## src/video_capture_serial_control_map.vh

```
`ifndef VIDEO_CAPTURE_SERIAL_CONTROL_MAP_VH
`define VIDEO_CAPTURE_SERIAL_CONTROL_MAP_VH
// Register indices
`define REG_PLL_DIV_HIGH        4'h0
`define REG_PLL_DIV_LOW         4'h1
`define REG_CLAMP_START         4'h8
`define REG_CLAMP_LENGTH        4'h9
`define REG_GENERAL_CONTROL_ONE 4'hA
`define REG_SAMPLE_PHASE        4'hB
`define REG_CLOCK_GENERATOR     4'hC
`define REG_GENERAL_CONTROL_TWO 4'hD
`define REG_LAST                4'hE
`define REG_COUNT               15
// general_control_one fields
`define BIT_PORT_SPLIT          7
`define BIT_SIMULTANEOUS        6
`define BIT_LINE_SYNC_POL       5
`define BIT_HOLD_POL            4
`define BIT_CLAMP_SOURCE        3
`define BIT_CLAMP_POL           2
`define BIT_EXT_PIXEL_CLOCK     1
// sample_phase_control, clock_generator_control fields
`define PHASE_HI                7
`define PHASE_LO                3
`define BAND_HI                 6
`define BAND_LO                 5
`define PUMP_HI                 4
`define PUMP_LO                 2
// general_control_two fields
`define BIT_FIRST_PORT_WR       4
`define BIT_FIRST_PORT_RD       7
`define REV_HI                  3
`define REV_LO                  1
// Power-up values
`define RST_PLL_DIV_HIGH        8'h69
`define RST_PLL_DIV_LOW         8'hD0
`define RST_MID_SCALE           8'h80
`define RST_GENERAL_ONE         8'hF4
`define RST_CLOCK_GENERATOR     8'h24
`define RST_ZERO                8'h00
// Serial slave address, upper five bits fixed
`define SLAVE_ADDR_HIGH         5'h13
`endif

```

## src/video_capture_serial_control.v

```verilog
`include "video_capture_serial_control_map.vh"
`default_nettype none
module video_capture_serial_control #(
	parameter [2:0] DIE_REVISION = 3'h1 // Arbitrary value
) (
	input  wire       clock,               // 40 MHz system clock
	input  wire       rst,                 // Synchronous reset
	input  wire       scl_in,              // Serial clock pin
	input  wire       sda_in,              // Serial data pin level
	output wire       sda_out,             // Serial data drive value
	output reg        sda_oe,              // Pull serial data low
	input  wire [1:0] address_select_pins, // Low slave address bits
	input  wire       line_sync_input,     // Line sync pin
	input  wire       pll_hold_input,      // PLL hold pin
	input  wire       clamp_pin,           // External clamp pin
	input  wire       external_clock_pin,  // External pixel clock pin
	input  wire       pixel_valid,         // Internal clock sample strobe
	input  wire [7:0] pixel_in,            // Converted sample
	output reg  [7:0] port_a_data,         // Output port A
	output reg  [7:0] port_b_data,         // Output port B
	output wire       port_b_oe,           // Port B drive enable
	output reg        data_clock_out,      // Output data clock
	output reg        clamp_active,        // Clamp the three channels
	output reg        pll_ref_sync,        // Sync fed to clock generator
	output wire       divider_enable,      // Line divider in use
	output wire [4:0] sample_phase,        // Sampling phase step
	output wire [1:0] oscillator_band,     // Generator range
	output wire [2:0] charge_pump_current  // Charge pump code
);

	localparam [2:0] ST_IDLE = 3'h0;
	localparam [2:0] ST_RX   = 3'h1;
	localparam [2:0] ST_ACK  = 3'h2;
	localparam [2:0] ST_TX   = 3'h3;
	localparam [2:0] ST_RACK = 3'h4;
	localparam [2:0] ST_SKIP = 3'h5;
	localparam [1:0] K_ADDR  = 2'h0;
	localparam [1:0] K_PTR   = 2'h1;
	localparam [1:0] K_DATA  = 2'h2;
	localparam [1:0] CL_OFF  = 2'h0;
	localparam [1:0] CL_WAIT = 2'h1;
	localparam [1:0] CL_ON   = 2'h2;

	reg  [7:0] regs [0:`REG_COUNT-1];
	reg  [7:0] sync_a;
	reg  [7:0] sync_b;
	wire [1:0] addr_pins;
	reg        scl_d;
	reg        sda_d;
	reg        line_d;
	reg        ext_clk_d;
	reg  [2:0] state;
	reg  [1:0] kind;
	reg  [3:0] bit_cnt;
	reg  [7:0] shreg;
	reg  [3:0] pointer;
	reg        reading;
	reg        master_nack;
	reg        phase;
	reg  [7:0] a_hold;
	reg  [1:0] clamp_state;
	reg  [7:0] clamp_cnt;
	wire       scl_s;
	wire       sda_s;
	wire       line_s;
	wire       hold_s;
	wire       clamp_s;
	wire       ext_clk_s;
	wire       scl_rise;
	wire       scl_fall;
	wire       start_seen;
	wire       stop_seen;
	wire [7:0] ctl_one;
	wire       split;
	wire       first_port;
	wire       line_active;
	wire       line_active_d;
	wire       lead_edge;
	wire       trail_edge;
	wire       hold_active;
	wire       pixel_strobe;
	wire       to_a;
	wire [3:0] next_pointer;
	wire [7:0] read_value;
	integer    i;

	// Two-stage synchronisers for all pins
	assign scl_s     = sync_b[0];
	assign sda_s     = sync_b[1];
	assign line_s    = sync_b[2];
	assign hold_s    = sync_b[3];
	assign clamp_s   = sync_b[4];
	assign ext_clk_s = sync_b[5];
	assign addr_pins = sync_b[7:6];

	always @(posedge clock) begin
		if (rst) begin
			// Bus pins idle high, others idle low
			sync_a    <= 8'h03;
			sync_b    <= 8'h03;
			scl_d     <= 1'b1;
			sda_d     <= 1'b1;
			line_d    <= 1'b0;
			ext_clk_d <= 1'b0;
		end else begin
			sync_a    <= {address_select_pins, external_clock_pin, clamp_pin,
				pll_hold_input, line_sync_input, sda_in, scl_in};
			sync_b    <= sync_a;
			scl_d     <= scl_s;
			sda_d     <= sda_s;
			line_d    <= line_s;
			ext_clk_d <= ext_clk_s;
		end
	end

	assign ctl_one    = regs[`REG_GENERAL_CONTROL_ONE];
	assign split      = ctl_one[`BIT_PORT_SPLIT];
	assign first_port = regs[`REG_GENERAL_CONTROL_TWO][`BIT_FIRST_PORT_WR];
	assign scl_rise   = scl_s & ~scl_d;
	assign scl_fall   = ~scl_s & scl_d;
	// Start and stop detection
	// start while SCL high
	assign start_seen = scl_s & scl_d & sda_d & ~sda_s;
	assign stop_seen  = scl_s & scl_d & ~sda_d & sda_s;

	assign next_pointer = (pointer == `REG_LAST) ? pointer : pointer + 4'h1;

	assign read_value = (pointer == `REG_GENERAL_CONTROL_TWO) ?
		{first_port, 3'h0, DIE_REVISION, 1'b0} : regs[pointer];

	assign sda_out = 1'b0;

	// Serial slave and register file
	always @(posedge clock) begin
		if (rst) begin
			state       <= ST_IDLE;
			kind        <= K_ADDR;
			bit_cnt     <= 4'h0;
			shreg       <= 8'h00;
			pointer     <= 4'h0;
			reading     <= 1'b0;
			master_nack <= 1'b0;
			sda_oe      <= 1'b0;
			for (i = 0; i < `REG_COUNT; i = i + 1) begin
				regs[i] <= `RST_MID_SCALE;
			end
			regs[`REG_PLL_DIV_HIGH]        <= `RST_PLL_DIV_HIGH;
			regs[`REG_PLL_DIV_LOW]         <= `RST_PLL_DIV_LOW;
			regs[`REG_GENERAL_CONTROL_ONE] <= `RST_GENERAL_ONE;
			regs[`REG_CLOCK_GENERATOR]     <= `RST_CLOCK_GENERATOR;
			regs[`REG_GENERAL_CONTROL_TWO] <= `RST_ZERO;
			regs[`REG_LAST]                <= `RST_ZERO;
		end else if (start_seen) begin
			state   <= ST_RX;
			kind    <= K_ADDR;
			bit_cnt <= 4'h0;
			sda_oe  <= 1'b0;
		end else if (stop_seen) begin
			state  <= ST_IDLE;
			sda_oe <= 1'b0;
		end else begin
			case (state)
			ST_RX: begin
				if (scl_rise) begin
					shreg   <= {shreg[6:0], sda_s};
					bit_cnt <= bit_cnt + 4'h1;
				end else if (scl_fall && bit_cnt == 4'h8) begin
					state  <= ST_ACK;
					sda_oe <= 1'b1;
					if (kind == K_ADDR) begin
						reading <= shreg[0];
						if (shreg[7:1] != {`SLAVE_ADDR_HIGH, addr_pins}) begin
							state  <= ST_SKIP;
							sda_oe <= 1'b0;
						end
					end else if (kind == K_PTR) begin
						if (shreg > {4'h0, `REG_LAST}) begin
							state  <= ST_SKIP;
							sda_oe <= 1'b0;
						end else begin
							pointer <= shreg[3:0];
						end
					end else begin
						if (pointer == `REG_GENERAL_CONTROL_TWO) begin
							regs[pointer] <= shreg & 8'h10;
						end else begin
							regs[pointer] <= shreg;
						end
					end
				end
			end
			ST_ACK: begin
				if (scl_fall) begin
					bit_cnt <= 4'h0;
					if (kind == K_ADDR && reading) begin
						state  <= ST_TX;
						shreg  <= {read_value[6:0], 1'b0};
						sda_oe <= ~read_value[7];
					end else begin
						state  <= ST_RX;
						sda_oe <= 1'b0;
						if (kind == K_ADDR) begin
							kind <= K_PTR;
						end else begin
							kind <= K_DATA;
						end
						if (kind == K_DATA) begin
							pointer <= next_pointer;
						end
					end
				end
			end
			ST_TX: begin
				if (scl_fall) begin
					bit_cnt <= bit_cnt + 4'h1;
					if (bit_cnt == 4'h7) begin
						state   <= ST_RACK;
						sda_oe  <= 1'b0;
						pointer <= next_pointer;
					end else begin
						sda_oe <= ~shreg[7];
						shreg  <= {shreg[6:0], 1'b0};
					end
				end
			end
			ST_RACK: begin
				if (scl_rise) begin
					master_nack <= sda_s;
				end else if (scl_fall) begin
					bit_cnt <= 4'h0;
					if (master_nack) begin
						state  <= ST_SKIP;
						sda_oe <= 1'b0;
					end else begin
						state  <= ST_TX;
						shreg  <= {read_value[6:0], 1'b0};
						sda_oe <= ~read_value[7];
					end
				end
			end
			ST_SKIP: begin
				sda_oe <= 1'b0;
			end
			default: begin
				sda_oe <= 1'b0;
			end
			endcase
		end
	end

	assign line_active   = line_s ~^ ctl_one[`BIT_LINE_SYNC_POL];
	assign line_active_d = line_d ~^ ctl_one[`BIT_LINE_SYNC_POL];
	assign lead_edge     = line_active & ~line_active_d;
	assign trail_edge    = ~line_active & line_active_d;
	assign hold_active   = hold_s ~^ ctl_one[`BIT_HOLD_POL];
	assign pixel_strobe  = ctl_one[`BIT_EXT_PIXEL_CLOCK] ?
		(ext_clk_s & ~ext_clk_d) : pixel_valid;
	assign divider_enable = ~ctl_one[`BIT_EXT_PIXEL_CLOCK];

	assign sample_phase        = regs[`REG_SAMPLE_PHASE][`PHASE_HI:`PHASE_LO];
	assign oscillator_band     = regs[`REG_CLOCK_GENERATOR][`BAND_HI:`BAND_LO];
	assign charge_pump_current = regs[`REG_CLOCK_GENERATOR][`PUMP_HI:`PUMP_LO];

	// port B floats in single mode
	assign port_b_oe = split;
	assign to_a = ((phase & ~lead_edge) == first_port);

	// Output steering
	always @(posedge clock) begin
		if (rst) begin
			phase          <= 1'b0;
			a_hold         <= 8'h00;
			port_a_data    <= 8'h00;
			port_b_data    <= 8'h00;
			data_clock_out <= 1'b0;
			pll_ref_sync   <= 1'b0;
		end else begin
			pll_ref_sync <= line_active & ~hold_active & divider_enable;
			if (lead_edge & ~pixel_strobe) begin
				phase <= 1'b0;
			end else if (pixel_strobe) begin
				phase          <= ~(phase & ~lead_edge);
				data_clock_out <= ~data_clock_out;
				if (!split) begin
					port_a_data <= pixel_in;
				end else if (to_a) begin
					if (ctl_one[`BIT_SIMULTANEOUS]) begin
						a_hold <= pixel_in;
					end else begin
						port_a_data <= pixel_in;
					end
				end else begin
					port_b_data <= pixel_in;
					if (ctl_one[`BIT_SIMULTANEOUS]) begin
						port_a_data <= a_hold;
					end
				end
			end
		end
	end

	// Clamp generation
	always @(posedge clock) begin
		if (rst) begin
			clamp_state  <= CL_OFF;
			clamp_cnt    <= 8'h00;
			clamp_active <= 1'b0;
		end else begin
			if (ctl_one[`BIT_CLAMP_SOURCE]) begin
				clamp_active <= clamp_s ~^ ctl_one[`BIT_CLAMP_POL];
			end else begin
				clamp_active <= (clamp_state == CL_ON);
			end
			if (trail_edge) begin
				clamp_state <= CL_WAIT;
				clamp_cnt   <= regs[`REG_CLAMP_START];
			end else if (pixel_strobe) begin
				case (clamp_state)
				CL_WAIT: begin
					if (clamp_cnt == 8'h01) begin
						clamp_state <= CL_ON;
						clamp_cnt   <= regs[`REG_CLAMP_LENGTH];
					end else begin
						clamp_cnt <= clamp_cnt - 8'h01;
					end
				end
				CL_ON: begin
					if (clamp_cnt == 8'h01) begin
						clamp_state <= CL_OFF;
					end else begin
						clamp_cnt <= clamp_cnt - 8'h01;
					end
				end
				default: begin
					clamp_state <= CL_OFF;
				end
				endcase
			end
		end
	end

endmodule // video_capture_serial_control
`default_nettype wire

```

## config.mk

```make
export PLATFORM = sky130hd
export DESIGN_NAME = video_capture_serial_control
export DESIGN_NICKNAME = d
export VERILOG_FILES = /design/src/video_capture_serial_control.v
export VERILOG_INCLUDE_DIRS = /design/src /design/src/src
export SDC_FILE = /design/constraint.sdc
export NUM_CORES = 1
export LEC_CHECK = 0
export ABC_AREA = 1
export BUFFER_PORTS_ARGS = -buffer_cell sky130_fd_sc_hd__buf_2
export CAP_MARGIN = 20
export CELL_PAD_IN_SITES_DETAIL_PLACEMENT = 0
export CELL_PAD_IN_SITES_GLOBAL_PLACEMENT = 1
export CORE_ASPECT_RATIO = 1.25
export CORE_MARGIN = 5
export CORE_UTILIZATION = 30
export CTS_CLUSTER_SIZE = 10
export DETAILED_ROUTE_END_ITERATION = 12
export MAX_ROUTING_LAYER = met4
export PLACE_DENSITY = 0.52
export REMOVE_ABC_BUFFERS = 1
export SLEW_MARGIN = 20
export SYNTH_ARGS = -nofsm -noshare
export SYNTH_HDL_FRONTEND = slang
export SYNTH_SLANG_ARGS = --single-unit
```

## constraint.sdc

```tcl
create_clock -name clock -period 7.1 [get_ports clock]
set_clock_uncertainty 0.1 [all_clocks]
set_input_delay 1.42 -clock clock [delete_from_list [all_inputs] [get_ports clock]]
set_output_delay 1.42 -clock clock [all_outputs]
set_load 0.1 [all_outputs]
```

==> results of run 1 <==
[state kept, by name, summed over array words and instances (netlist names), 8 cells and up, named ones only]
signal and count:
regs 128, a_hold 8, clamp_cnt 8, port_a_data 8, port_b_data 8, shreg 8
sync_a 8, sync_b 8
[cell usage after synthesis (all sizes together)]
| library cell | instances | share of area, % |
|---|---|---|
| nor2 | 271 | 11 |
| nand2 | 235 | 9.3 |
| edfxtp | 128 | 38 |
| inv | 112 | 4.2 |
| o21ai | 94 | 4.7 |
| nand3 | 89 | 4.4 |
| dfxtp | 86 | 17 |
| a21oi | 51 | 2.5 |
| clkbuf | 35 | 1.3 |
| buf | 23 | 1.8 |
| o211ai | 16 | 1.2 |
| ha | 8 | 1.0 |
| nor3 | 7 | 0.35 |
| xor2 | 7 | 0.61 |
| o22ai | 6 | 0.37 |
| or2 | 6 | 0.37 |
| o221ai | 5 | 0.44 |
| a211oi | 4 | 0.30 |
| clkinv | 4 | 0.15 |
| nand4 | 3 | 0.19 |
| a31oi | 2 | 0.12 |
| a21boi | 1 | 0.075 |
| conb | 1 | 0.037 |
| nor4 | 1 | 0.21 |
| o2111a | 1 | 0.11 |
| o21a | 1 | 0.075 |
| xnor2 | 1 | 0.087 |
[how the worst max path moves through the flow]
stage	endpoint	cells after the start
4_1_cts	regs[7][6]	8
2_1_floorplan	regs[13][0]	5
6_report	regs[12][5]	8
3_3_place_gp	regs[2][4]	8
3_5_place_dp	regs[7][5]	8
5_1_grt	regs[7][4]	8
[per-layer routing]
| layer | global-route usage [%] | up-vias |
|---|---|---|
| met5 | - | - |
| met4 | 5.994 | 0 |
| met3 | 2.204 | 55 |
| met2 | 28.93 | 146 |
| met1 | 19.11 | 3724 |
| li1 | - | 3973 |
[power breakdown]
group,total (mW),internal [mW],switching [mW]
combinational,0.937,0.242,0.696
sequential,1.49,1.41,0.0879
clock,1.24,0.741,0.500
[stage by stage]
| stage | instances | total power [mW] |
|---|---|---|
| after global placement | 1626 | 2.479 |
| final | 1673 | 3.673 |
| after global routing | 1673 | 3.895 |
| after floorplan | 1147 | 2.116 |
| after detailed placement | 1626 | 2.467 |
| after CTS | 1673 | 3.730 |
[critical path, cell delays in order]
cell and delay, ns:
buf_2 0.19, nor2_1 0.25, nand2_1 0.20, nor4_4 0.38, nand2_1 0.21, nor2_1 0.33, inv_1 0.19, nand2_1 0.32
[logic make-up after synthesis]
| kind of cell | share of synthesized area (%) |
|---|---|
| AOI/OAI and AO/OA | 9.924 |
| xor gates and xnor gates | 0.6982 |
| adders and majority gates | 0.9974 |
| buffers and inverters | 7.468 |
| DFF | 55.45 |
| other | 0.03737 |
| and+or+nand+nor | 25.42 |
[final cells by class]
type | instances | area share [%]
multi-input cells | 817 | 32.99
flip-flops and latches | 214 | 48.96
well taps | 423 | 4.655
clock inverters | 1 | 0.04402
repair buffers | 56 | 2.597
clock buffers | 46 | 6.922
inverters | 116 | 3.830
==> key figures, run 1 <==
STA
  • Actual slew at the worst max-slew pin: 0.9730 ns
  • Setup_tns: 0 ns
  • Setup violators final: 0
  • Max-slew violations: 0
  • Final hold vios: 0
  • Final WS setup: 3.695 ns
  • Worst hold slack: 0.3002 ns
  • Max-slew headroom: 34.45%
  • Period utilization: 47.95%
  • Peak Freq: 0.2937 GHz
  • Final Critical Period: 3.405 ns
  • RSZ-0062 raised after global routing: false

Worst setup path
  • R2R cell count: 9
  • Worst R2R Setup Slack: 4.16 ns
  • Reg-to-Reg Start: state[2]
  • Maximum net fanout on the critical path: 8
  • WP data required: 7.19 ns
  • Crit end category: register
  • Reg2reg end: regs[12][5]
  • Startpoint class of the critical path: input port
  • CP arrival: 3.50 ns
  • WS Path Type: in -> reg
  • Critical Path Start: rst

CTS
  • CTS clk-pin slew, worst paths: 0.06 ns
  • H-tree Lvls: 1
  • Hold_buf cts: 0
  • Clk root buf: clkbuf_16
  • Post_cts resized: 0
  • CTS Sinks: 214
  • Number of post-CTS setup repair buffers: 0
  • Cts bufs inserted: 26
  • CTS max path bufs: 3
  • Clock latency on the worst-skew pair: 0.54 ns
  • CTS tree: done

Drt
  • DRT Pass-1 Iters: 5
  • Routed met1 length: 12800 µm
  • Via density: 4.721
  • Top Metal Used: met4
  • Post-route ant nets: 0
  • DRT iter0 DRCs: 553
  • DR WL/cell: 18.17 µm
  • Met3 Wirelength: 1101 µm
  • Met2 routed WL: 15460 µm
  • Via count: 7898
  • Post-route DRC: 0
  • Final wirelength: 30400 µm

Worst hold path
  • Hold wc startpoint: sync_a[5]
  • Worst Hold Class: reg -> reg
  • Hold endpoint: sync_b[5]
  • Min-Delay Path Depth: 2

Floorplan
  • Die X: 173.6 µm
  • Core footprint: 0.03331 mm²
  • Rows: 75
  • Die Y-Extent: 214.5 µm
  • Num ports: 52
  • Die area: 0.03723 mm²
  • Initial core utilization: 30.13%

Pwr
  • Pwr Density: 323.0 mW/mm²
  • Static Leakage: 4.502 nW
  • Max VDD drop: 0.1674 mV

GRT
  • First-pass GRT wire length: 46160 µm
  • GRT Util Overall: 16.41%
  • Pin count of the biggest net entering global routing: 68
  • Initial antenna violation count: 0
  • GR Overflow Total: 0
  • Vias in the first global route: 7768

Placement
  • Gpl congestion: 0.8107
  • Pre-CTS setup slack: 3.154 ns
  • PortBufs: 50
  • Post-Place Cell Area: 0.01057 mm²
  • Post-detail-place hpwl: 21240 µm

Layout
  • Synth-to-Final Area Change: 13.29%
  • Final Cell Area: 0.01137 mm²
  • Nets: 1258
  • Most frequent cells in the layout: nor2_1 (265), nand2_1 (227), edfxtp_1 (128), inv_1 (107), o21ai_0 (92)
  • Register area: 0.005567 mm²
  • Share of post-route cells with drive strength above 1: 9.200%
  • Fillers: 3520
  • Diodes inserted: 0
  • Most common cell after layout, fill and taps aside: nor2_1
  • Area of the multi-input gates: 0.003751 mm²
  • Fin util: 34.13%

Yosys
  • Gate Count Post-Synth: 1198
  • Count of different cell masters after synthesis: 37
  • Sequential cell area fraction in the yosys report: 55.45%
  • Syn avg cell area: 8.377 µm²
  • YS warnings: 0
  • Mapped Area: 0.01004 mm²
  • Flops & latches, synth: 214

Status
  • Status: completed

Run
  • Max Cap Violations: 0
No activity file was read; power rests on OpenSTA's default activity.
==> run 2, diff against run 1 <==
--- a/config.mk
+++ b/config.mk
@@ -6,7 +6,7 @@
 export SDC_FILE = /design/constraint.sdc
 export NUM_CORES = 1
 export LEC_CHECK = 0
-export ABC_AREA = 1
+export ABC_AREA = 0
 export BUFFER_PORTS_ARGS = -buffer_cell sky130_fd_sc_hd__buf_2
 export CAP_MARGIN = 20
 export CELL_PAD_IN_SITES_DETAIL_PLACEMENT = 0
@@ -17,7 +17,7 @@
 export CTS_CLUSTER_SIZE = 10
 export DETAILED_ROUTE_END_ITERATION = 12
 export MAX_ROUTING_LAYER = met4
-export PLACE_DENSITY = 0.52
+export PLACE_DENSITY = 0.5
 export REMOVE_ABC_BUFFERS = 1
 export SLEW_MARGIN = 20
 export SYNTH_ARGS = -nofsm -noshare
==> constraint.sdc (replaced) <==
create_clock -name clock -period 3.5 [get_ports clock]
set_clock_uncertainty 0.1 [all_clocks]
set_input_delay 0.7 -clock clock [delete_from_list [all_inputs] [get_ports clock]]
set_output_delay 0.7 -clock clock [all_outputs]
set_load 0.1 [all_outputs]
==> key figures, run 2 <==
GRT
  • GRT Util Overall: 15.90%
  • GR Overflow Total: 0
  • Initial antenna violation count: 0
  • First-pass GRT wire length: 43640 µm
  • Pin count of the biggest net entering global routing: 63
  • Vias in the first global route: 6817

Yosys
  • Count of different cell masters after synthesis: 75
  • Gate Count Post-Synth: 874
  • Synth Area in Compound Gates: 7.254%
  • Sequential cell area fraction in the yosys report: 56.11%
  • Combinational family with the most area after synthesis: simple AND/OR/NAND/NOR gates
  • Synth Area in Simple Gates: 19.06%
  • Synth Area in Adders: 1.009%
  • Ys flop type: edfxtp_1
  • Area leader, netlist: edfxtp_1
  • Area fraction of the dominant cell type after synthesis: 38.75%
  • Flops & latches, synth: 214
  • Post-synth EDFFs: 128
  • Synth top area cells: edfxtp_1 (39%), dfxtp_1 (17%), mux4_2 (7.0%), nor2_1 (5.3%), mux2i_1 (3.3%)
  • Syn avg cell area: 11.35 µm²
  • Synth Area in XOR/XNOR: 1.388%
  • Post-synthesis mux area share: 11.42%
  • Post-synth top cells: nor2_1 (141), edfxtp_1 (128), dfxtp_1 (86)
  • Most frequent cell after synthesis: nor2_1
  • YS warnings: 0
  • Mapped Area: 0.009918 mm²
  • Asr flop ratio synth: 0%

Drt
  • Via count: 6642
  • DR WL/cell: 20.82 µm
  • Via density: 4.866
  • DRT iter0 DRCs: 474
  • Post-route ant nets: 0
  • Post-route DRC: 0
  • DRT Pass-1 Iters: 5
  • Final wirelength: 28420 µm

Layout
  • Area of the multi-input gates: 0.004016 mm²
  • Share of post-route cells with drive strength above 1: 18.90%
  • Nets: 956
  • Max FFs per register: 128
  • Synth-to-Final Area Change: 15.21%
  • Most common cell after layout, fill and taps aside: nor2_1
  • Largest register by flop count: regs
  • Diodes inserted: 0
  • Fillers: 3296
  • Most frequent cells in the layout: nor2_1 (141), edfxtp_1 (128), dfxtp_1 (85), nand2_1 (56), buf_2 (49)
  • Register area: 0.005567 mm²

Pwr
  • Cell Int Power: 4.379 mW
  • Switching pwr: 1.394 mW
  • Seq pwr share: 49.0%
  • Pwr Density: 505.2 mW/mm²
  • Max VDD drop: 0.2866 mV
  • Static Leakage: 3.995 nW
  • Clk pwr share: 43.5%
  • Switching Fraction: 24.14%
  • Combinational power share: 7.5%

Status
  • Status: completed

Worst setup path
  • Worst R2R Setup Slack: 0.69 ns
  • Crit-path cells: or3b_4 > nor4_4 > and3_1 > buf_4 > and2_1 > nand2_2 > nor2_1
  • Critical path buffer and inverter count: 1
  • Crit path to: regs[11][6]
  • Maximum net fanout on the critical path: 22
  • Reg2reg end: regs[11][6]
  • Top Family by Delay on Critical Path: simple AND/OR/NAND/NOR gates
  • Crit end category: register
  • CP arrival: 3.08 ns
  • Critical Path Start: state[0]
  • WP data required: 3.78 ns
  • Crit-path max cell delay: 0.50 ns
  • Reg-to-Reg Start: state[0]
  • Startpoint class of the critical path: register
  • CP max stage cell: dfxtp_1
  • R2R cell count: 7
  • Crit path depth: 7
  • WS Path Type: reg -> reg

STA
  • Peak Freq: 0.3562 GHz
  • Setup_tns: 0 ns
  • Max-slew headroom: 45.83%
  • Setup violators final: 0
  • RSZ-0062 raised after global routing: false
  • Final Critical Period: 2.808 ns
  • Max-slew violations: 0
  • Period utilization: 80.22%
  • Worst hold slack: 0.2501 ns
  • Actual slew at the worst max-slew pin: 0.8115 ns
  • Final hold vios: 0

CTS
  • CTS tree: done
  • Number of post-CTS setup repair buffers: 0
  • CTS max path bufs: 3
  • H-tree Lvls: 1
  • Clock latency on the worst-skew pair: 0.54 ns
  • Clk root buf: clkbuf_16
  • Post_cts resized: 0
  • CTS clk-pin slew, worst paths: 0.06 ns
  • CTS Sinks: 214
  • Hold_buf cts: 0
  • Cts bufs inserted: 26

Run
  • Max Cap Violations: 0

Floorplan
  • Die X: 172.6 µm
  • Die Y-Extent: 213.3 µm
  • Initial core utilization: 30.35%
  • Core footprint: 0.03268 mm²
  • Die area: 0.03682 mm²
  • Rows: 74
  • Num ports: 52

Placement
  • PortBufs: 50
  • Post-detail-place hpwl: 19580 µm
  • Gpl congestion: 0.7675

Worst hold path
  • Worst Hold Class: in -> reg
## run 2: cell types whose count changed after synthesis, moves of 33 or more
cell      delta
nand2b_1    +36
nor2b_1     +34
nor2_1     -124
mux2i_1     +33
nand3_1     -61
o21ai_0     -75
inv_1       -88
nand2_1    -171
## run 2: through the flow
step / instance area, µm² / worst slack (ns) / std cells / util, % / total power [mW]
2_1_floorplan: 9651 / 0.6254 / 824 / - / 3.175
3_3_place_gp: 10650 / 0.6429 / 1319 / 32.58 / 3.322
3_5_place_dp: 10650 / 0.6760 / 1319 / 32.58 / 3.322
4_1_cts: 11430 / 0.6672 / 1365 / 34.96 / 5.872
5_1_grt: 11430 / 0.4949 / 1365 / 34.96 / 6.012
6_report: 11430 / 0.6922 / 1365 / 34.96 / 5.773
## run 2: routing by layer
metal / track usage, % / part of all wire [%]
met3: 2.284 / 3.8
met2: 28.28 / 52
met5: - / 0
met4: 3.471 / 1.5
met1: 19.32 / 43
## run 2: logic make-up after synthesis
group	count (synthesis)
compound gates	115
fa+ha+maj	8
other cells	1
buf+inv	77
flops	214
xor+xnor	14
mux	73
simple gates	372
## run 2: final cells by class
| type | instances | area share, % |
|---|---|---|
| clock buffer | 45 | 6.767 |
| clock inverter | 1 | 0.04380 |
| inverter | 20 | 0.6570 |
| multi-input combinational | 590 | 35.15 |
| sequential | 214 | 48.71 |
| tap | 418 | 4.577 |
| timing repair buffer | 77 | 4.095 |
## run 2: worst min path at each step
stage / slack (ns) / from / end / depth (start not counted)
floorplan: 0.29 / sync_a[0] / sync_b[0] / 1
global placement: 0.30 / sync_a[1] / sync_b[1] / 1
detailed placement: 0.31 / sync_a[1] / sync_b[1] / 1
CTS: 0.22 / sda_in / sync_a[1] / 2
global route: 0.24 / sda_in / sync_a[1] / 2
finish: 0.25 / sda_in / sync_a[1] / 2
## run 2: power groups by stage
stage	sequential (mW)	clock, mW	combinational, mW
3_3_place_gp	2.89	0	0.437
2_1_floorplan	2.98	0	0.198
3_5_place_dp	2.89	0	0.436
5_1_grt	2.84	2.71	0.464
4_1_cts	2.83	2.60	0.438
6_report	2.83	2.51	0.430
